`config.mk`:
```
export PLATFORM = sky130hd
export DESIGN_NAME = usmc_top
export DESIGN_NICKNAME = d
export VERILOG_FILES = /design/src/hw/usmc_pkg.sv /design/src/hw/usmc_top.sv
export SDC_FILE = /design/constraint.sdc
export NUM_CORES = 1
export LEC_CHECK = 0
export ABC_CLOCK_PERIOD_IN_PS = 2400
export BUFFER_PORTS_ARGS = -buffer_cell sky130_fd_sc_hd__buf_2
export CAP_MARGIN = 5
export CORE_ASPECT_RATIO = 0.75
export CORE_MARGIN = 5
export CORE_UTILIZATION = 50
export DETAILED_ROUTE_END_ITERATION = 8
export GPL_ROUTABILITY_DRIVEN = 0
export PLACE_DENSITY = 0.87
export SLEW_MARGIN = 20
export SYNTH_ARGS = -nofsm -noshare
export SYNTH_HDL_FRONTEND = slang
export SYNTH_SLANG_ARGS = --single-unit
export TNS_END_PERCENT = 10
```
`constraint.sdc`:
```
create_clock -name REF_CLK -period 2.4 [get_ports REF_CLK]
set_clock_uncertainty 0.2 [all_clocks]
set_input_delay 0.36 -clock REF_CLK [delete_from_list [all_inputs] [get_ports REF_CLK]]
set_output_delay 0.36 -clock REF_CLK [all_outputs]
set_load 0.01 [all_outputs]
```
`src/hw/usmc_pkg.sv`:
```
// Purpose: constants for the serial line configuration and interrupt mask block
// Assumes: 32-bit register bus, word-aligned byte offsets
// Notes:   offsets are byte addresses
package usmc_pkg;
    // register byte offsets
    localparam logic [7:0] USMC_OFS_LINE_CFG  = 8'h04;
    localparam logic [7:0] USMC_OFS_IRQ_SET   = 8'h08;
    localparam logic [7:0] USMC_OFS_IRQ_CLR   = 8'h0c;
    localparam logic [7:0] USMC_OFS_IRQ_VIEW  = 8'h10;
    localparam logic [7:0] USMC_OFS_CHAN_ST   = 8'h14;
    localparam logic [7:0] USMC_OFS_WPROT     = 8'he4;
    // line_config field positions
    localparam int USMC_MODE_LSB    = 0;
    localparam int USMC_CLKSRC_LSB  = 4;
    localparam int USMC_CHAR_LEN_FIELD_LSB    = 6;
    localparam int USMC_SYNC_BIT    = 8;
    localparam int USMC_PAR_LSB     = 9;
    localparam int USMC_STOP_BIT_COUNT_LSB  = 12;
    localparam int USMC_CHANNEL_PATH_SEL_LSB  = 14;
    localparam int USMC_ORDER_BIT   = 16;
    localparam int USMC_NINE_BIT    = 17;
    localparam int USMC_CLOCK_PIN_DRIVE_BIT    = 18;
    localparam int USMC_OVER_BIT    = 19;
    // mask layout
    localparam int USMC_MANCHESTER_ERR_ENABLE_BIT    = 20;
    localparam int USMC_MANCHESTER_ERR_ENABLE_ALIAS_BIT   = 24;
    localparam logic [31:0] USMC_IRQ_IMPL = 32'h011f_3727;
    // reset values
    localparam logic [31:0] USMC_LINE_CFG_RST = 32'h0000_0000;
    localparam logic [31:0] USMC_IRQ_RST      = 32'h0000_0000;
    localparam logic        USMC_WPROT_RST    = 1'b0;
    // protocol mode codes
    localparam logic [3:0] USMC_MODE_NORMAL = 4'h0;
    localparam logic [3:0] USMC_MODE_RS485  = 4'h1;
    localparam logic [3:0] USMC_MODE_HSHK   = 4'h2;
    localparam logic [3:0] USMC_MODE_MODEM  = 4'h3;
    localparam logic [3:0] USMC_MODE_ISO_T0 = 4'h4;
    localparam logic [3:0] USMC_MODE_ISO_T1 = 4'h6;
    localparam logic [3:0] USMC_MODE_IRDA   = 4'h8;
    localparam logic [3:0] USMC_MODE_SPI_M  = 4'he;
    localparam logic [3:0] USMC_MODE_SPI_S  = 4'hf;
    // clock sources
    localparam logic [1:0] USMC_CLK_PERIPH = 2'h0;
    localparam logic [1:0] USMC_CLK_DIV    = 2'h1;
    localparam logic [1:0] USMC_CLK_EXT    = 2'h3;
    // clock divisor for the divided source, arbitrary default
    localparam logic [3:0] USMC_CLK_DIVISOR = 4'h8;
    // bus answer states
    typedef enum logic [1:0] {
        USMC_BUS_IDLE = 2'b01,
        USMC_BUS_ACK  = 2'b10
    } usmc_bus_t;
endpackage

```
`src/hw/usmc_top.sv`:
```
// Purpose: line configuration register and interrupt mask of a serial transceiver
// Assumes: Avalon-MM slave, one wait state per access, inputs synchronous to REF_CLK
// Notes:   decoded line configuration is exported for the serial datapath
//          the mask keeps one shared manchester bit; the alias position only mirrors it
//          status flags follow the channel layout, where the manchester error sits at
//          bit 24 while its enable sits at bit 20, so the interrupt path remaps it
//          write protect is a single bit of our own at its own offset
//          the clock divisor is a fixed constant, not a register field
//          reserved field codes give outputs that the datapath must not rely on
//          all state freezes while CLK_EN is low, the bus answer included
// How it works
// - clock output drives pin unless external source
// - nine-bit select else length 5 to 8
// - bit order sets LSB or MSB first
// - in SPI modes order bit is idle level
// - in SPI modes sync bit is phase
// - sync bit picks async or sync operation
// - channel path: normal, echo, local, remote loop
// - stop bits 1, 1.5 async, 2
// - parity even, odd, 0, 1, none, multidrop
// - clock source periph, divided, external
// - mode field selects protocol mode
// - enable-set writes ones into the mask
// - enable-clear writes ones out of mask
// - zero bits written leave mask unchanged
// - mask view reads enabled sources as one
// - both manchester positions control one bit
// - both manchester positions read shared bit
// - write protect blocks line config writes
//
// The Avalon-MM slave port was chosen for this implementation.
`timescale 1ns/100ps
module usmc_top
    import usmc_pkg::*;
(
    // clock and reset
    input  wire logic        REF_CLK,
    input  wire logic        RSTN,
    input  wire logic        CLK_EN,
    // avalon-mm slave
    input  wire logic [7:0]  AVS_ADDRESS,
    input  wire logic        AVS_READ,
    input  wire logic        AVS_WRITE,
    input  wire logic [31:0] AVS_WRITEDATA,
    input  wire logic [3:0]  AVS_BYTEENABLE,
    output logic      [31:0] AVS_READDATA,
    output logic             AVS_WAITREQUEST,
    // status flags from the channel
    input  wire logic [31:0] STATUS_FLAGS,
    // serial clock pin
    input  wire logic        SCLK_IN,
    output logic             SCLK_OUT,
    output logic             SCLK_OE_N,
    // decoded configuration
    output logic [3:0]       CHAR_BITS,
    output logic             MSB_FIRST,
    output logic             SCLK_IDLE_LEVEL,
    output logic             SCLK_PHASE,
    output logic             SYNC_OP,
    output logic             SPI_OP,
    output logic [1:0]       CHANNEL_PATH,
    output logic [1:0]       STOP_HALVES,
    output logic             PARITY_EN,
    output logic             PARITY_FIXED,
    output logic             PARITY_VALUE,
    output logic             MULTIDROP,
    output logic [3:0]       PROTO_MODE,
    output logic             OVERSAMPLE_8,
    output logic             SRC_CLK_EN,
    // interrupt
    output logic             IRQ
);
    import usmc_pkg::*;

    usmc_bus_t   bus_q, bus_d;
    logic [31:0] cfg_q, cfg_d;
    logic [31:0] mask_q, mask_d;
    logic        wprot_q, wprot_d;
    logic [31:0] rdata_q, rdata_d;
    logic [3:0]  div_q, div_d;
    logic        sclk_q, sclk_d;
    logic        irq_q, irq_d;
    logic [31:0] irq_src;
    logic [31:0] wmask;
    logic        fire;
    logic        spi_mode;

    // merge the two manchester positions onto the shared bit
    function automatic logic [31:0] fold_manchester_err_enable(input logic [31:0] v);
        logic [31:0] r;
        r = v & USMC_IRQ_IMPL;
        r[USMC_MANCHESTER_ERR_ENABLE_BIT] = v[USMC_MANCHESTER_ERR_ENABLE_BIT] | v[USMC_MANCHESTER_ERR_ENABLE_ALIAS_BIT];
        r[USMC_MANCHESTER_ERR_ENABLE_ALIAS_BIT] = 1'b0;
        return r;
    endfunction

    // expand byte enables to a bit mask
    function automatic logic [31:0] be_mask(input logic [3:0] be);
        return {{8{be[3]}}, {8{be[2]}}, {8{be[1]}}, {8{be[0]}}};
    endfunction

    assign wmask    = be_mask(AVS_BYTEENABLE);
    assign fire     = (bus_q == USMC_BUS_ACK);
    assign spi_mode = (cfg_q[USMC_MODE_LSB +: 4] == USMC_MODE_SPI_M) ||
                      (cfg_q[USMC_MODE_LSB +: 4] == USMC_MODE_SPI_S);

    // bus answer: one wait cycle, then the access completes
    // the access acts on the first edge and is acknowledged on the second,
    // so a master that holds its request until waitrequest falls sees
    // read data that was loaded one edge earlier and stands unchanged
    assign AVS_WAITREQUEST = (AVS_READ || AVS_WRITE) && !fire;
    assign AVS_READDATA    = rdata_q;

    // register next values
    always_comb begin
        bus_d   = bus_q;
        cfg_d   = cfg_q;
        mask_d  = mask_q;
        wprot_d = wprot_q;
        rdata_d = rdata_q;
        if (fire) begin
            bus_d = USMC_BUS_IDLE;
        end else if (AVS_READ || AVS_WRITE) begin
            bus_d = USMC_BUS_ACK;
            if (AVS_WRITE) begin
                case (AVS_ADDRESS)
                    USMC_OFS_LINE_CFG: begin
                        if (!wprot_q) begin
                            cfg_d = (cfg_q & ~wmask) | (AVS_WRITEDATA & wmask);
                        end
                    end
                    USMC_OFS_IRQ_SET: begin
                        mask_d = mask_q | fold_manchester_err_enable(AVS_WRITEDATA & wmask);
                    end
                    USMC_OFS_IRQ_CLR: begin
                        mask_d = mask_q & ~fold_manchester_err_enable(AVS_WRITEDATA & wmask);
                    end
                    USMC_OFS_WPROT: begin
                        if (AVS_BYTEENABLE[0]) begin
                            wprot_d = AVS_WRITEDATA[0];
                        end
                    end
                    default: begin
                    end
                endcase
            end else begin
                case (AVS_ADDRESS)
                    USMC_OFS_LINE_CFG: rdata_d = cfg_q;
                    USMC_OFS_IRQ_VIEW: begin
                        rdata_d = mask_q;
                        rdata_d[USMC_MANCHESTER_ERR_ENABLE_ALIAS_BIT] = mask_q[USMC_MANCHESTER_ERR_ENABLE_BIT];
                    end
                    USMC_OFS_CHAN_ST:  rdata_d = STATUS_FLAGS;
                    USMC_OFS_WPROT:    rdata_d = {31'h0000_0000, wprot_q};
                    default:           rdata_d = 32'h0000_0000;
                endcase
            end
        end
    end

    always_ff @(posedge REF_CLK or negedge RSTN) begin
        if (!RSTN) begin
            bus_q   <= USMC_BUS_IDLE;
            cfg_q   <= USMC_LINE_CFG_RST;
            mask_q  <= USMC_IRQ_RST;
            wprot_q <= USMC_WPROT_RST;
            rdata_q <= 32'h0000_0000;
        end else if (CLK_EN) begin
            bus_q   <= bus_d;
            cfg_q   <= cfg_d;
            mask_q  <= mask_d;
            wprot_q <= wprot_d;
            rdata_q <= rdata_d;
        end
    end

    // clock source tick and serial clock output
    always_comb begin
        div_d  = div_q;
        sclk_d = sclk_q;
        // the manchester enable guards the error flag at the alias position;
        // the flag at the shared position belongs to no interrupt source
        irq_src                 = mask_q & USMC_IRQ_IMPL;
        irq_src[USMC_MANCHESTER_ERR_ENABLE_ALIAS_BIT] = mask_q[USMC_MANCHESTER_ERR_ENABLE_BIT];
        irq_src[USMC_MANCHESTER_ERR_ENABLE_BIT]  = 1'b0;
        irq_d  = |(STATUS_FLAGS & irq_src);
        case (cfg_q[USMC_CLKSRC_LSB +: 2])
            USMC_CLK_DIV: begin
                div_d = (div_q == USMC_CLK_DIVISOR - 4'h1) ? 4'h0 : div_q + 4'h1;
            end
            default: div_d = 4'h0;
        endcase
        if (spi_mode && !cfg_q[USMC_CLOCK_PIN_DRIVE_BIT]) begin
            sclk_d = cfg_q[USMC_ORDER_BIT];
        end else begin
            sclk_d = SCLK_IN;
        end
    end

    always_ff @(posedge REF_CLK or negedge RSTN) begin
        if (!RSTN) begin
            div_q  <= 4'h0;
            sclk_q <= 1'b0;
            irq_q  <= 1'b0;
        end else if (CLK_EN) begin
            div_q  <= div_d;
            sclk_q <= sclk_d;
            irq_q  <= irq_d;
        end
    end

    // serial clock pin drive
    // the pin is never driven while the external source is selected, so the
    // block cannot fight a clock that comes from outside
    assign SCLK_OUT  = sclk_q;
    assign SCLK_OE_N = !(cfg_q[USMC_CLOCK_PIN_DRIVE_BIT] &&
                         cfg_q[USMC_CLKSRC_LSB +: 2] != USMC_CLK_EXT);
    assign IRQ       = irq_q;

    // decoded configuration
    always_comb begin
        CHAR_BITS = cfg_q[USMC_NINE_BIT] ? 4'h9
                  : 4'h5 + {2'b00, cfg_q[USMC_CHAR_LEN_FIELD_LSB +: 2]};
        SPI_OP          = spi_mode;
        MSB_FIRST       = spi_mode ? 1'b1 : cfg_q[USMC_ORDER_BIT];
        SCLK_IDLE_LEVEL = spi_mode & cfg_q[USMC_ORDER_BIT];
        SCLK_PHASE      = spi_mode & cfg_q[USMC_SYNC_BIT];
        SYNC_OP         = spi_mode | cfg_q[USMC_SYNC_BIT];
        CHANNEL_PATH    = cfg_q[USMC_CHANNEL_PATH_SEL_LSB +: 2];
        case (cfg_q[USMC_STOP_BIT_COUNT_LSB +: 2])
            2'h0:    STOP_HALVES = 2'h2;
            2'h1:    STOP_HALVES = cfg_q[USMC_SYNC_BIT] ? 2'h2 : 2'h3;
            default: STOP_HALVES = 2'h0;
        endcase
        if (cfg_q[USMC_STOP_BIT_COUNT_LSB +: 2] == 2'h2) begin
            STOP_HALVES = 2'h0; // 4 halves encoded as zero
        end
        PARITY_EN    = !cfg_q[USMC_PAR_LSB + 2];
        PARITY_FIXED = !cfg_q[USMC_PAR_LSB + 2] & cfg_q[USMC_PAR_LSB + 1];
        PARITY_VALUE = cfg_q[USMC_PAR_LSB];
        MULTIDROP    = cfg_q[USMC_PAR_LSB + 2] & cfg_q[USMC_PAR_LSB + 1];
        PROTO_MODE   = cfg_q[USMC_MODE_LSB +: 4];
        OVERSAMPLE_8 = cfg_q[USMC_OVER_BIT];
        SRC_CLK_EN   = (cfg_q[USMC_CLKSRC_LSB +: 2] == USMC_CLK_PERIPH) ||
                       (cfg_q[USMC_CLKSRC_LSB +: 2] == USMC_CLK_DIV && div_q == 4'h0);
    end
endmodule

```
Word level (Yosys, flattened, before mapping)
Cells that the tools add are included.

Register bits: 105. Latch bits: 0. Bits in writable memories: 0. Bits in read-only memories: 0. Bits of input ports: 82. Logic and storage cells: 75. Memories: 0.

Add/subtract/negate cells: 2. Multipliers: 0. Divide/modulo/power cells: 0. Magnitude comparators: 0. Equality and inequality tests: 14. Shifts and indexed selects: 0. Mux-type cells: 12. Bitwise logic cells: 17. Reduce and logical (&&, ||, !) cells: 22.

Operators with widths (count): $pmux W32 S4 (1); $and A32 B32 Y32 (3); $pmux W32 S2 (1); $and A32 B25 Y32 (1); $not A21 Y32 (1); $not A32 Y32 (1); $or A32 B21 Y32 (1); $or A32 B32 Y32 (1); $reduce_or A32 Y1 (1); $eq A8 B4 Y1 const B (2); $eq A8 B5 Y1 const B (2); $mux W4 (3); $reduce_and A6 Y1 (2); $eq A4 B4 Y1 const B (2); $eq A8 B3 Y1 const B (1); $eq A8 B8 Y1 const B (1); $mux W2 (3); $reduce_and A5 Y1 (1); $add A3 B2 Y4 const A (1); $add A4 B1 Y4 const B (1); $and A1 B1 Y1 (4); $eq A2 B1 Y1 const B (2); $eq A2 B2 Y1 const B (2); $eq A4 B3 Y1 const B (1); other kinds (13) (28).

Logic depth before layout (Yosys ltp)
Depth after elaboration: 5. Gate-level depth with buffers: 8. Depth with buffers taken out: 4.

Least setup slack after synthesis
Ideal clock, no wire load.

Path kind: in2reg. Start point: in AVS_ADDRESS[3]. End point: reg (tool-made name). Setup time: 0.125 ns. Data arrival time: 1.989 ns. Required time: 2.075 ns. Path slack: 0.086 ns. Stages on the path: 5. Path buffers: 1. Cell sequence: buf_2 > nor4b_2 > nand4_2 > nor4b_4 > mux2_2.

RTL lines: start: declaration (RTL line usmc_top.sv:41) `input wire logic [7:0] AVS_ADDRESS,`.

==> impl_metrics.csv <==
group,metric,value,unit
sta,min_period,2.28,ns
drt,ant_nets,0,
sta,fmax,0.439,GHz
clock_network,cts_tree,"yes",
sta,finalSetupViolCount,0,
clock_network,cts_max_path_buffers,2,
setup_path,critPathMaxFanout,8,
setup_path,critPathKind,"reg2reg",
min_path,hold_path_class,"in2reg",
die,die_w,118,um
layout,antenna_cells,0,
setup_path,cp-start-kind,"register",
power,irDropWorstVdd,0.690,mV
synthesis,synth_edf_count,0,
place,io_buffers,140,
sta,slew_headroom,0.634,
global_route,antenna_found_initial,0,
setup_path,reg2reg_from,"bus_q[0]$_DFFE_PN1P_",
drt,vias_per_cell,5.76,
synthesis,synth_top_cell_by_area,"dfrtp_1",
power,p_leak,3.00,nW
clock_network,cts_buffers,9,
layout,fin_area,5600,um2
synthesis,yosysWarnings,0,
power,p_per_area,614,nW/um2
clock_network,clkLatencyLatePin,0.35,ns
layout,area_growth,27.4,%
run,max_cap_violations,0,
min_path,min_path_cells,2,
global_route,grt_overflow,0,
synthesis,synth_seq_area_share,0.495,
synthesis,synth_area,4400,um2
synthesis,synth_nets,499,
synthesis,synth_cells,414,
synthesis,synth_top_area_share,0.489,
drt,drc_errors,0,
layout,fin_nets,644,
synthesis,synthFlopType,"dfrtp_1",
power,power.total,0.00344,W
die,core-area,8530,um2
drt,drt-wirelength-per-cell,19.8,um
min_path,min_from,"AVS_WRITEDATA[25]",
synthesis,ys_types,41,
die,num_rows,29,
global_route,grt_pass1_wl,21300,um
setup_path,critPathArrivalTime,2.31,ns
clock_network,ctsHtreeMaxLevel,3,
die,die_area,10800,um2
synthesis,synthTopCellsByArea,"dfrtp_1 49%, mux2_2 12%, a22oi_1 5.0%",
sta,final.setup.tns,0,ns
drt,drt_first_pass_iters,4,
die,top_level_ports,141,
sta,final.period_utilization,0.949,
die,start_util,0.516,
clock_network,cts-root-buf,"clkbuf_16",
setup_path,rr_worst_depth,5,
drt,vias,3871,
die,die_h,91.2,um
global_route,grt_max_degree,57,
global_route,grt.total_usage,0.251,
synthesis,synth_seq_cells,87,
sta,hold_viol,0,
drt,drt_iter0_markers,407,
run_status,status,"finished clean",
clock_network,clkTransAtPathRegs,0.07,ns
place,place_area,5260,um2
setup_path,r2r_setup_slack,0.12,ns
layout,fill_cells,650,
synthesis,syn_avg_cell_area,10.6,um2
clock_network,cts.sinks,87,
place,dp_hpwl,9750,um
drt,finalWirelength,13300,um
sta,rsz0062_at_grt,"false",
synthesis,synthArstFlopShare,1.00,
layout,layout-drive-gt1-share,0.415,
sta,worstMarginPinSlew,0.549,ns
setup_path,endpoint_kind,"register",
sta,slew_viol_final,0,
setup_path,cp.required,2.43,ns
global_route,grt_pass1_vias,4001,
==> cells in the final DEF, fill, tap and decap left out, types with 5 or more instances in the layout <==
cell / synthesis / routed
mux2i_1: 19 / 19
a21oi_1: 9 / 9
dfrtp_1: 86 / 86
clkbuf_16: 0 / 9
inv_1: 23 / 23
nand2_1: 51 / 51
nand3_1: 16 / 16
nor2_1: 11 / 11
nor4b_4: 5 / 5
o21ai_0: 36 / 36
buf_4: 9 / 23
buf_2: 3 / 139
a22oi_1: 29 / 29
mux2_2: 45 / 45
and3_1: 14 / 14
==> how the worst max path moves through the flow <==
stage,from,end,slack (ns),depth (start not counted)
2_1_floorplan,AVS_ADDRESS[3],register,0.09,5
3_3_place_gp,AVS_ADDRESS[5],register,0.1,6
3_5_place_dp,AVS_ADDRESS[3],register,0.005,6
4_1_cts,bus_q[0]$_DFFE_PN1P_,register,0.14,5
5_1_grt,bus_q[0]$_DFFE_PN1P_,register,0.08,5
6_report,bus_q[0]$_DFFE_PN1P_,register,0.12,5
==> synth_stat cells (4+ instances only) <==
cell      instances
mux2i_1          19
and3_1           14
clkbuf_1         15
nand2b_1          4
a22oi_1          29
nor2_1           11
dfrtp_1          86
nand3_1          16
a21oi_1           9
buf_4             9
o21ai_0          36
inv_1            23
nor4b_4           5
mux2_2           45
nand2_1          51
nor2b_1           4
==> worst max-delay path, cell delays in order, from the launching register on <==
cell and delay [ns]:
dfstp_2 0.54, nand2b_1 0.20, nand4_2 0.31, nor4b_4 0.31, buf_4 0.23, mux2_2 0.35
==> power by group <==
part / internal (W) / switching [W] / total (W) / leakage (nW)
sequential: 0.00151 / 0.0000272 / 0.00153 / 1.13
clock: 0.000923 / 0.000620 / 0.00154 / 0.157
combinational: 0.000152 / 0.000208 / 0.000360 / 1.72
==> layer usage <==
layer | vias up | wire length (um) | GRT usage
li1 | 1770 | - | -
met1 | 1875 | 5530 | 0.331
met2 | 200 | 6240 | 0.397
met3 | 26 | 1240 | 0.0789
met4 | 0 | 314 | 0.0840
met5 | - | 0 | 0
==> area by class of cell <==
type | count | area [um2] | area share
Sequential cell | 87 | 2180 | 0.389
Inverter | 23 | 86.3 | 0.0154
Timing Repair Buffer | 164 | 898 | 0.160
Clock inverter | 7 | 103 | 0.0183
Clock buffer | 9 | 225 | 0.0402
Tap cell | 108 | 135 | 0.0241
Multi-Input combinational cell | 274 | 1980 | 0.353
==> stage by stage <==
step | setup slack (ns) | hold slack (ns) | utilization | instances
floorplan | 0.0860 | -0.136 | - | 414
global placement | 0.0997 | 0.117 | 0.617 | 655
detailed placement | 0.00471 | 0.127 | 0.617 | 655
CTS | 0.142 | 0.0322 | 0.657 | 672
global route | 0.0813 | 0.0295 | 0.657 | 672
finish | 0.123 | 0.0372 | 0.657 | 672
==> cells by family after synthesis <==
| group | share of synthesized area |
|---|---|
| and+or+nand+nor | 0.156 |
| DFF | 0.495 |
| AOI/OAI and AO/OA | 0.125 |
| muxes | 0.158 |
| buffers and inverters | 0.0555 |
| adders and majority gates | 0.00854 |
| xor gates and xnor gates | 0.00199 |
==> repair_timing <==
action                                 CTS  global route
gates resized for setup                  0             0
endpoints found under the hold margin   30             0
hold buffers                             1             0
buffers inserted                         0             0
Power figures use the tool's default switching activity.
